===== config.mk =====
export PLATFORM = sky130hd
export DESIGN_NAME = arw_top
export DESIGN_NICKNAME = d
export VERILOG_FILES = /design/src/include/arw_pkg.sv /design/src/hw/arw_accum.sv /design/src/hw/arw_window.sv /design/src/hw/arw_top.sv
export SDC_FILE = /design/constraint.sdc
export NUM_CORES = 1
export LEC_CHECK = 0
export ABC_CLOCK_PERIOD_IN_PS = 2600
export BUFFER_PORTS_ARGS = -buffer_cell sky130_fd_sc_hd__clkbuf_2
export CORE_MARGIN = 3
export CORE_UTILIZATION = 40
export CTS_CLUSTER_SIZE = 12
export DETAILED_ROUTE_END_ITERATION = 7
export PLACE_DENSITY_LB_ADDON = 0.15
export SYNTH_ARGS = -nofsm -noshare
export SYNTH_HDL_FRONTEND = slang
export SYNTH_SLANG_ARGS = --single-unit

===== constraint.sdc =====
create_clock -name ref_clk -period 2.6 [get_ports ref_clk]
set_input_delay 0.13 -clock ref_clk [delete_from_list [all_inputs] [get_ports ref_clk]]
set_output_delay 0.13 -clock ref_clk [all_outputs]
set_load 0.005 [all_outputs]

===== src/include/arw_pkg.sv =====
// package for the converter result accumulate and window block
// assumes a 50 MHz ref_clk and a 32-bit AXI4-Lite register bus
`default_nettype none
package arw_pkg;

  localparam int unsigned CLK_PERIOD_NS   = 20;
  localparam int unsigned POWERUP_TIME_NS = 1000;
  // least time, so round up
  localparam int unsigned POWERUP_CYCLES  =
    (POWERUP_TIME_NS + CLK_PERIOD_NS - 1) / CLK_PERIOD_NS;

  localparam int unsigned SAMPLE_W = 10;
  localparam int unsigned ACC_W    = 16;
  localparam int unsigned MAX_REPEAT = 64;
  localparam int unsigned LEFT_SHIFT = ACC_W - SAMPLE_W;

  // register byte addresses
  localparam logic [7:0] OFS_CONTROL       = 8'h00;
  localparam logic [7:0] OFS_ACCUM_CFG     = 8'h04;
  localparam logic [7:0] OFS_RESULT_HIGH   = 8'h08;
  localparam logic [7:0] OFS_RESULT_LOW    = 8'h0C;
  localparam logic [7:0] OFS_GREATER_HIGH  = 8'h10;
  localparam logic [7:0] OFS_GREATER_LOW   = 8'h14;
  localparam logic [7:0] OFS_LESS_HIGH     = 8'h18;
  localparam logic [7:0] OFS_LESS_LOW      = 8'h1C;
  localparam logic [7:0] OFS_SAR_DIVIDER   = 8'h20;
  localparam logic [7:0] OFS_POWER_CFG     = 8'h24;
  localparam logic [7:0] OFS_TRACKING_CFG  = 8'h28;

  // control register bit positions
  localparam int unsigned CTL_POWER_ON = 0;
  localparam int unsigned CTL_BURST    = 1;
  localparam int unsigned CTL_DONE     = 2;
  localparam int unsigned CTL_BUSY     = 3;
  localparam int unsigned CTL_WINDOW   = 4;
  localparam int unsigned CTL_START    = 5;

  // accumulate config fields
  localparam int unsigned FMT_LSB = 0;
  localparam int unsigned FMT_W   = 3;
  localparam int unsigned RPT_LSB = 3;
  localparam int unsigned RPT_W   = 3;

  localparam logic [2:0] FMT_RIGHT = 3'h0;
  localparam logic [2:0] FMT_LEFT  = 3'h4;

  // repeat codes: 0 one sample, 1..5 four to sixty-four samples
  localparam logic [2:0] RPT_1  = 3'h0;
  localparam logic [2:0] RPT_4  = 3'h1;
  localparam logic [2:0] RPT_8  = 3'h2;
  localparam logic [2:0] RPT_16 = 3'h3;
  localparam logic [2:0] RPT_32 = 3'h4;

  localparam logic [1:0] RESP_OKAY   = 2'h0;
  localparam logic [1:0] RESP_SLVERR = 2'h2;

  localparam logic [7:0]  BYTE_ZERO = 8'h00;
  localparam logic [31:0] WORD_ZERO = 32'h0000_0000;

  typedef enum logic [1:0] {
    ARW_IDLE,
    ARW_POWERUP,
    ARW_CONVERT,
    ARW_FINISH
  } arw_state_e;

  typedef struct packed {
    logic [ACC_W-1:0] greater;
    logic [ACC_W-1:0] less;
  } arw_limits_s;

  typedef struct packed {
    logic                valid;
    logic [SAMPLE_W-1:0] data;
  } arw_sample_s;

endpackage
`default_nettype wire


===== src/hw/arw_accum.sv =====
// accumulator and result formatter
// assumes samples arrive on ref_clk from the conversion core
`default_nettype none
module arw_accum
  import arw_pkg::*;
(
  // clock and reset
  input  wire logic                ref_clk,
  input  wire logic                rst_n,
  // control
  input  wire logic                clear,
  input  wire arw_sample_s         sample,
  input  wire logic [FMT_W-1:0]    format,
  // formatted view of the running sum
  output logic      [ACC_W-1:0]    formatted
);

  logic [ACC_W-1:0] acc_reg;
  logic [ACC_W-1:0] acc_next;
  logic [ACC_W-1:0] sample_wide;
  logic [ACC_W-1:0] left_view;
  logic [ACC_W-1:0] right_view;

  assign sample_wide = {{(ACC_W-SAMPLE_W){1'b0}}, sample.data};
  // 64 ten-bit samples fit exactly, so the sum never wraps
  assign acc_next = clear ? sample_wide : ACC_W'(acc_reg + sample_wide);

  always_ff @(posedge ref_clk) begin
    if (!rst_n) begin
      acc_reg <= '0;
    end else if (sample.valid) begin
      acc_reg <= acc_next;
    end
  end

  // left view suits one sample only; low bits fill with zero
  assign left_view  = ACC_W'(acc_reg << LEFT_SHIFT);
  assign right_view = acc_reg >> format[1:0];
  assign formatted  = format[FMT_W-1] ? left_view : right_view;

endmodule
`default_nettype wire


===== src/hw/arw_window.sv =====
// window comparator on the formatted result word
// combinational; the caller registers the match
`default_nettype none
module arw_window
  import arw_pkg::*;
(
  // compared word and limits
  input  wire logic [ACC_W-1:0] result,
  input  wire arw_limits_s      limits,
  // condition met
  output logic                  match
);

  logic above_greater;
  logic below_less;
  logic inside_mode;

  assign above_greater = result > limits.greater;
  assign below_less    = result < limits.less;
  assign inside_mode   = limits.less > limits.greater;
  assign match = inside_mode ? (above_greater & below_less)
                             : (above_greater | below_less);

endmodule
`default_nettype wire


===== src/hw/arw_top.sv =====
// converter back end: burst sequencing, accumulate, format, window detect
// assumes the conversion core runs on ref_clk and answers each sample request
// with one sample_valid pulse; software reaches registers over AXI4-Lite
//
// Behaviour
// - burst start accumulates the programmed number of samples, at most 64
// - finished result lands in a high byte and a low byte register
// - format 000 is right-justified, 100 left-justified for one sample
// - one 10-bit sample gives an unsigned code from 0 to 1023
// - result bits not used by the formatted code read zero
// - multi-sample sums reach the result registers only after the last sample
// - repeat count offers 4, 8, 16, 32 or 64 summed unsigned samples
// - samples sum in a 16-bit accumulator that the format then shapes
// - format can shift the sum right by one, two or three bits
// - window detector compares each new result against two limits
// - greater and less limits are each a high and low byte pair
// - relative limit values choose inside or outside window detection
// - less above greater: flag when greater < result < less
// - window flag is a pollable status bit and an event output
// - burst powers the core up once, then runs all its conversions
// - done flag sets per conversion or per burst and holds until cleared
`default_nettype none
module arw_top
  import arw_pkg::*;
#(
  parameter int unsigned POWERUP_CYC = POWERUP_CYCLES
)(
  // clock and reset
  input  wire logic                ref_clk,
  input  wire logic                rst_n,
  // axi4-lite write address and data
  input  wire logic [7:0]          s_axi_awaddr,
  input  wire logic                s_axi_awvalid,
  output logic                     s_axi_awready,
  input  wire logic [31:0]         s_axi_wdata,
  input  wire logic [3:0]          s_axi_wstrb,
  input  wire logic                s_axi_wvalid,
  output logic                     s_axi_wready,
  // axi4-lite write response
  output logic [1:0]               s_axi_bresp,
  output logic                     s_axi_bvalid,
  input  wire logic                s_axi_bready,
  // axi4-lite read
  input  wire logic [7:0]          s_axi_araddr,
  input  wire logic                s_axi_arvalid,
  output logic                     s_axi_arready,
  output logic [31:0]              s_axi_rdata,
  output logic [1:0]               s_axi_rresp,
  output logic                     s_axi_rvalid,
  input  wire logic                s_axi_rready,
  // external conversion start pin
  input  wire logic                ext_start,
  // conversion core
  input  wire logic                sample_valid,
  input  wire logic [SAMPLE_W-1:0] sample_data,
  output logic                     core_power,
  output logic                     core_sample_req,
  output logic [7:0]               core_divider,
  output logic [7:0]               core_power_cfg,
  output logic [7:0]               core_tracking_cfg,
  // status
  output logic                     conversion_done_flag,
  output logic                     window_compare_flag,
  output logic                     window_event
);

  arw_state_e state_reg, state_next;

  logic [31:0]      ctl_reg;
  logic             power_on_reg, burst_reg, done_reg, window_reg;
  logic [FMT_W-1:0] format_reg;
  logic [RPT_W-1:0] repeat_reg;
  logic [7:0]       res_high_reg, res_low_reg;
  logic [7:0]       gt_high_reg, gt_low_reg, lt_high_reg, lt_low_reg;
  logic [7:0]       divider_reg, power_cfg_reg, tracking_cfg_reg;
  logic [15:0]      pwr_cnt_reg;
  logic [6:0]       left_reg;
  logic             req_reg, event_reg, start_sw_reg;
  logic             ext_meta_reg, ext_sync_reg, ext_prev_reg;

  // axi4-lite slave
  logic        aw_held_reg, w_held_reg, bvalid_reg, rvalid_reg;
  logic        awready_reg, wready_reg, arready_reg;
  logic [7:0]  waddr_reg;
  logic [31:0] wdata_reg, rdata_reg;
  logic [3:0]  wstrb_reg;
  logic [1:0]  bresp_reg, rresp_reg;

  wire aw_take  = s_axi_awvalid & awready_reg;
  wire w_take   = s_axi_wvalid & wready_reg;
  wire aw_have  = aw_held_reg | aw_take;
  wire w_have   = w_held_reg | w_take;
  wire [7:0]  wa = aw_held_reg ? waddr_reg : s_axi_awaddr;
  wire [31:0] wd = w_held_reg ? wdata_reg : s_axi_wdata;
  wire [3:0]  ws = w_held_reg ? wstrb_reg : s_axi_wstrb;
  wire wr_fire  = aw_have & w_have & ~bvalid_reg;
  wire wr_lane0 = wr_fire & ws[0];
  wire ar_take  = s_axi_arvalid & arready_reg;
  wire [7:0]  ra = s_axi_araddr;

  wire wr_ctl   = wr_lane0 & (wa == OFS_CONTROL);
  wire wr_acfg  = wr_lane0 & (wa == OFS_ACCUM_CFG);
  wire wr_gth   = wr_lane0 & (wa == OFS_GREATER_HIGH);
  wire wr_gtl   = wr_lane0 & (wa == OFS_GREATER_LOW);
  wire wr_lth   = wr_lane0 & (wa == OFS_LESS_HIGH);
  wire wr_ltl   = wr_lane0 & (wa == OFS_LESS_LOW);
  wire wr_div   = wr_lane0 & (wa == OFS_SAR_DIVIDER);
  wire wr_pwr   = wr_lane0 & (wa == OFS_POWER_CFG);
  wire wr_trk   = wr_lane0 & (wa == OFS_TRACKING_CFG);
  wire wa_known = (wa <= OFS_TRACKING_CFG) & (wa[1:0] == 2'b00);
  wire ra_known = (ra <= OFS_TRACKING_CFG) & (ra[1:0] == 2'b00);

  wire done_clr   = wr_ctl & wd[CTL_DONE];
  wire window_clr = wr_ctl & wd[CTL_WINDOW];
  wire sw_start   = wr_ctl & wd[CTL_START];

  always_ff @(posedge ref_clk) begin
    if (!rst_n) begin
      aw_held_reg <= 1'b0;
      w_held_reg  <= 1'b0;
      bvalid_reg  <= 1'b0;
      waddr_reg   <= BYTE_ZERO;
      wdata_reg   <= WORD_ZERO;
      wstrb_reg   <= 4'h0;
      bresp_reg   <= RESP_OKAY;
    end else begin
      if (aw_take) waddr_reg <= s_axi_awaddr;
      if (w_take) begin
        wdata_reg <= s_axi_wdata;
        wstrb_reg <= s_axi_wstrb;
      end
      aw_held_reg <= aw_have & ~wr_fire;
      w_held_reg  <= w_have & ~wr_fire;
      if (wr_fire) begin
        bvalid_reg <= 1'b1;
        bresp_reg  <= wa_known ? RESP_OKAY : RESP_SLVERR;
      end else if (s_axi_bready) begin
        bvalid_reg <= 1'b0;
      end
    end
  end

  // registers written by software
  always_ff @(posedge ref_clk) begin
    if (!rst_n) begin
      power_on_reg     <= 1'b0;
      burst_reg        <= 1'b0;
      format_reg       <= FMT_RIGHT;
      repeat_reg       <= RPT_1;
      gt_high_reg      <= BYTE_ZERO;
      gt_low_reg       <= BYTE_ZERO;
      lt_high_reg      <= BYTE_ZERO;
      lt_low_reg       <= BYTE_ZERO;
      divider_reg      <= BYTE_ZERO;
      power_cfg_reg    <= BYTE_ZERO;
      tracking_cfg_reg <= BYTE_ZERO;
    end else begin
      if (wr_ctl) begin
        power_on_reg <= wd[CTL_POWER_ON];
        burst_reg    <= wd[CTL_BURST];
      end
      if (wr_acfg) begin
        format_reg <= wd[FMT_LSB +: FMT_W];
        repeat_reg <= wd[RPT_LSB +: RPT_W];
      end
      if (wr_gth) gt_high_reg <= wd[7:0];
      if (wr_gtl) gt_low_reg  <= wd[7:0];
      if (wr_lth) lt_high_reg <= wd[7:0];
      if (wr_ltl) lt_low_reg  <= wd[7:0];
      if (wr_div) divider_reg <= wd[7:0];
      if (wr_pwr) power_cfg_reg <= wd[7:0];
      if (wr_trk) tracking_cfg_reg <= wd[7:0];
    end
  end

  // start sources
  always_ff @(posedge ref_clk) begin
    if (!rst_n) begin
      ext_meta_reg <= 1'b0;
      ext_sync_reg <= 1'b0;
      ext_prev_reg <= 1'b0;
      start_sw_reg <= 1'b0;
    end else begin
      ext_meta_reg <= ext_start;
      ext_sync_reg <= ext_meta_reg;
      ext_prev_reg <= ext_sync_reg;
      start_sw_reg <= sw_start;
    end
  end

  wire start_any  = start_sw_reg | (ext_sync_reg & ~ext_prev_reg);
  // a start while busy is dropped on purpose
  wire start_take = start_any & (state_reg == ARW_IDLE);

  // sample count per start
  logic [6:0] count_sel;
  assign count_sel = !burst_reg        ? 7'd1 :
                     (repeat_reg == RPT_1)  ? 7'd1  :
                     (repeat_reg == RPT_4)  ? 7'd4  :
                     (repeat_reg == RPT_8)  ? 7'd8  :
                     (repeat_reg == RPT_16) ? 7'd16 :
                     (repeat_reg == RPT_32) ? 7'd32 : 7'(MAX_REPEAT);

  // always-on keeps the core powered: no warm-up
  wire need_powerup = ~power_on_reg;
  wire pwr_done     = (pwr_cnt_reg == 16'(POWERUP_CYC - 1));
  wire last_sample  = sample_valid & (left_reg == 7'd1);
  wire first_sample = (left_reg == count_sel);

  always_comb begin
    state_next = state_reg;
    unique case (state_reg)
      ARW_IDLE:    if (start_take) state_next = need_powerup ? ARW_POWERUP : ARW_CONVERT;
      ARW_POWERUP: if (pwr_done) state_next = ARW_CONVERT;
      ARW_CONVERT: if (last_sample) state_next = ARW_FINISH;
      ARW_FINISH:  state_next = ARW_IDLE;
    endcase
  end

  always_ff @(posedge ref_clk) begin
    if (!rst_n) begin
      state_reg   <= ARW_IDLE;
      pwr_cnt_reg <= 16'h0000;
      left_reg    <= 7'd0;
      req_reg     <= 1'b0;
    end else begin
      state_reg   <= state_next;
      pwr_cnt_reg <= (state_reg == ARW_POWERUP) ? pwr_cnt_reg + 16'h0001 : 16'h0000;
      if (start_take) left_reg <= count_sel;
      else if (sample_valid && state_reg == ARW_CONVERT) left_reg <= left_reg - 7'd1;
      // one request per sample, each answered before the next
      req_reg <= (state_next == ARW_CONVERT) &
                 ((state_reg != ARW_CONVERT) | (sample_valid & ~last_sample));
    end
  end

  // accumulate and format
  arw_sample_s samp;
  logic [ACC_W-1:0] formatted;
  assign samp.valid = sample_valid & (state_reg == ARW_CONVERT);
  assign samp.data  = sample_data;

  arw_accum u_accum (
    .ref_clk   (ref_clk),
    .rst_n     (rst_n),
    .clear     (first_sample),
    .sample    (samp),
    .format    (format_reg),
    .formatted (formatted)
  );

  // result registers and flags
  arw_limits_s limits;
  logic        match;
  assign limits.greater = {gt_high_reg, gt_low_reg};
  assign limits.less    = {lt_high_reg, lt_low_reg};

  arw_window u_window (
    .result (ACC_W'({res_high_reg, res_low_reg})),
    .limits (limits),
    .match  (match)
  );

  wire result_load = (state_reg == ARW_FINISH);
  logic res_new_reg;

  always_ff @(posedge ref_clk) begin
    if (!rst_n) begin
      res_high_reg <= BYTE_ZERO;
      res_low_reg  <= BYTE_ZERO;
      res_new_reg  <= 1'b0;
      done_reg     <= 1'b0;
      window_reg   <= 1'b0;
      event_reg    <= 1'b0;
    end else begin
      if (result_load) begin
        res_high_reg <= formatted[15:8];
        res_low_reg  <= formatted[7:0];
      end
      res_new_reg <= result_load;
      // set wins over a clear in the same cycle
      done_reg   <= result_load | (done_reg & ~done_clr);
      window_reg <= (res_new_reg & match) | (window_reg & ~window_clr);
      event_reg  <= res_new_reg & match;
    end
  end

  // read path
  always_comb begin
    ctl_reg = WORD_ZERO;
    ctl_reg[CTL_POWER_ON] = power_on_reg;
    ctl_reg[CTL_BURST]    = burst_reg;
    ctl_reg[CTL_DONE]     = done_reg;
    ctl_reg[CTL_BUSY]     = (state_reg != ARW_IDLE);
    ctl_reg[CTL_WINDOW]   = window_reg;
  end

  logic [31:0] rd_mux;
  assign rd_mux =
    (ra == OFS_CONTROL)      ? ctl_reg :
    (ra == OFS_ACCUM_CFG)    ? {26'h0, repeat_reg, format_reg} :
    (ra == OFS_RESULT_HIGH)  ? {24'h0, res_high_reg} :
    (ra == OFS_RESULT_LOW)   ? {24'h0, res_low_reg} :
    (ra == OFS_GREATER_HIGH) ? {24'h0, gt_high_reg} :
    (ra == OFS_GREATER_LOW)  ? {24'h0, gt_low_reg} :
    (ra == OFS_LESS_HIGH)    ? {24'h0, lt_high_reg} :
    (ra == OFS_LESS_LOW)     ? {24'h0, lt_low_reg} :
    (ra == OFS_SAR_DIVIDER)  ? {24'h0, divider_reg} :
    (ra == OFS_POWER_CFG)    ? {24'h0, power_cfg_reg} :
    (ra == OFS_TRACKING_CFG) ? {24'h0, tracking_cfg_reg} : WORD_ZERO;

  always_ff @(posedge ref_clk) begin
    if (!rst_n) begin
      rvalid_reg <= 1'b0;
      rdata_reg  <= WORD_ZERO;
      rresp_reg  <= RESP_OKAY;
    end else if (ar_take) begin
      rvalid_reg <= 1'b1;
      rdata_reg  <= rd_mux;
      rresp_reg  <= ra_known ? RESP_OKAY : RESP_SLVERR;
    end else if (s_axi_rready) begin
      rvalid_reg <= 1'b0;
    end
  end

  // outputs
  logic power_out_reg;
  always_ff @(posedge ref_clk) begin
    if (!rst_n) begin
      awready_reg   <= 1'b0;
      wready_reg    <= 1'b0;
      arready_reg   <= 1'b0;
      power_out_reg <= 1'b0;
    end else begin
      awready_reg   <= ~aw_have & ~wr_fire & ~(bvalid_reg & ~s_axi_bready);
      wready_reg    <= ~w_have & ~wr_fire & ~(bvalid_reg & ~s_axi_bready);
      arready_reg   <= ~ar_take & ~(rvalid_reg & ~s_axi_rready);
      power_out_reg <= power_on_reg | (state_next != ARW_IDLE);
    end
  end

  // ready is registered and qualified again by the take terms
  assign s_axi_awready        = awready_reg;
  assign s_axi_wready         = wready_reg;
  assign s_axi_arready        = arready_reg;
  assign s_axi_bvalid         = bvalid_reg;
  assign s_axi_bresp          = bresp_reg;
  assign s_axi_rvalid         = rvalid_reg;
  assign s_axi_rdata          = rdata_reg;
  assign s_axi_rresp          = rresp_reg;
  assign core_power           = power_out_reg;
  assign core_sample_req      = req_reg;
  assign core_divider         = divider_reg;
  assign core_power_cfg       = power_cfg_reg;
  assign core_tracking_cfg    = tracking_cfg_reg;
  assign conversion_done_flag = done_reg;
  assign window_compare_flag  = window_reg;
  assign window_event         = event_reg;

endmodule
`default_nettype wire


==> results.md <==
- LEAKAGE: 4.32 nW
- Post-DRT Antenna Nets: 0
- FMAX: 441 MHz
- Antenna cells: 0
- PortBufs: 87
- Yosys reg bits: 165
- Root Driver: clkbuf_16
- First-pass GRT wire length: 45100 µm
- Most frequent cells in the layout: 165 x dfxtp_1, 151 x nor2_1, 87 x clkbuf_2
- Yosys top cell area share: 34.3%
- Final worst setup slack: 0.333 ns
- First drt pass iteration count: 5
- PD cells: 504 nW/µm²
- IO Pins: 141
- Post-Route WL: 28700 µm
- Max clock buf depth: 2
- Wire per inst: 18.1 µm
- Cts bufs inserted: 17
- Synthesized area: 9620 µm²
- Slew headroom: 48.7%
- Synth unique cells: 67
- Kind of critical path: register to register
- CP Data Required Time: 2.97 ns
- Top cells by area, synth: dfxtp_1 34%, ha_1 7.9%, mux2i_1 5.9%
- Worst Skew: 0.0145 ns
- Max-cap violations: 0
- Critical path origin: res_low_reg[4]
- DRT iter0 DRCs: 661
- Most common cell after layout, fill and taps aside: dfxtp_1
- CTS tree: yes
- Origin of the critical flop-to-flop path: res_low_reg[4]
- Post-synthesis sequential area ratio: 34.3%
- Vias in the first global route: 8143
- Via count: 8583
- NumNets Final: 1388
- Die W: 161 µm
- DIE AREA: 25900 µm²
- Initial antenna violation count: 0
- Post-synth EDFFs: 0
- Hold Path Class: input port to register
- RSZ-0062 raised after global routing: no
- Clk_lat worst skew: 0.44 ns
- Length of routed met2 wiring: 13400 µm
- Synth Warn #: 0
- Status: complete, no violations
- Syn Inst Count: 1138
- Post-CTS setup repair buffer count: 0
- Final Cycle Share: 87.2%
- Drt drc: 0
- Yosys top cell by area: dfxtp_1
- CTS H-tree depth: 4
- Worst Setup End Kind: register
- Worst Path Arrival: 2.64 ns
- Pre-CTS setup slack: 0.369 ns
- HPWL Detailed: 21400 µm
- Synth Area per Inst: 8.45 µm²
- GRT Residual Overflow: 0
- Met1 WL: 13100 µm
- Starting density of the core: 40.8%
- Reg clk slew, reported paths: 0.06 ns
- Top sig layer: met4
- CTS Sinks: 165
- Final hold violations: 0
- CP max FO: 4
- Fin crit period: 2.27 ns
- Synth async-reset ratio: 0%
- Startpoint types: register
- Detail Route met3 WL: 1660 µm
- Slew @ Worst Pin: 0.769 ns
- Die height: 161 µm
- Layout area overhead: 17.9%
- TNS Setup: 0 ns
- GPL Wtd Cong: 0.974
- Peak supply drop: 454 µV
- Fin. max-slew vios: 0
- Largest net degree at the start of global routing: 119
- Hold Startpoint: sample_data[0]
- Top_reg_cell synth: dfxtp_1
- Row count: 56
- Fraction of layout cells with a size suffix above 1: 16.5%
- Core area: 23500 µm²
- Post-DR vias/cell: 5.41
- Final setup vio count: 0
- Total GRT Usage: 22.0%
cells by family after synthesis:
group	share of synthesized area, %
DFF	34.3
adders and majority gates	8.14
muxes	10.3
and+or+nand+nor	18.7
AOI/OAI and AO/OA	19.0
other	0.0390
buffers and inverters	6.41
xor gates and xnor gates	3.10
synth_stat cells (all sizes together) (4+ instances only):
cell type,number
a2111oi,4
a211oi,61
a21boi,4
a21o,9
a21oi,74
a221oi,4
a22oi,11
a31oi,10
and2,6
and3,8
and4,6
buf,40
clkbuf,44
dfxtp,165
ha,61
inv,51
mux2,13
mux2i,57
mux4,12
nand2,83
nand2b,9
nand3,36
nand4,12
nor2,158
nor2b,14
nor3,21
nor4,5
o211ai,8
o21a,6
o21ai,45
o22ai,14
or2,4
or3,5
xnor2,16
xor2,18
cell type report:
cell class	instances	area, µm²
Fill cell	2364	12200
Clock buffer	18	439
Clock inverter	14	169
Multi-Input combinational cell	863	5790
Tap cell	319	399
Timing Repair Buffer	157	1050
Sequential cell	165	3300
Inverter	51	193
stage by stage:
stage | cell area [µm²] | hold slack (ns) | instances | utilization [%] | power (mW)
6_report | 11300 | 0.0214 | 1587 | 48.2 | 5.72
5_1_grt | 11300 | 0.0285 | 1587 | 48.2 | 5.92
4_1_cts | 11300 | 0.00341 | 1587 | 48.2 | 5.77
3_5_place_dp | 10500 | 0.376 | 1531 | 44.6 | 3.11
3_3_place_gp | 10500 | 0.367 | 1531 | 44.6 | 3.11
2_1_floorplan | 9710 | 0.257 | 1163 | - | 2.96
path summary, 6_finish.rpt:
check	depth (start not counted)	to	slack [ns]
max reg2reg	8	window_compare_flag	0.33
min reg2reg	1	ext_sync_reg	0.42
min	3	u_accum.acc_reg[0]	0.02
max	8	window_compare_flag	0.33
timing repair:
action | CTS | global route
hold buffers | 24 | 0
resized for setup | 0 | 0
endpoints found under the hold margin | 24 | 0
where the power goes:
part           leakage (nW)  internal (mW)  total [mW]  switching (mW)
Sequential             1.33           2.56        2.59          0.0251
Combinational          2.69          0.190       0.498           0.308
Clock                 0.293           1.47        2.63            1.16
Total                  4.32           4.22        5.72            1.49
critical path, cell delays in order, from the launching register on:
cell and delay, ns:
dfxtp_1 0.42, ha_1 0.27, a21o_1 0.18, a2111oi_0 0.37
o21ai_0 0.17, a221oi_1 0.38, o21a_1 0.18, o221ai_1 0.15
nand3_1 0.09
layer usage:
layer | vias to the layer above | track usage, %
met5 | - | 0
met4 | 0 | 6.37
met3 | 40 | 4.62
met2 | 269 | 36.0
met1 | 3968 | 29.6
li1 | 4306 | -
Power figures use the tool's default switching activity.
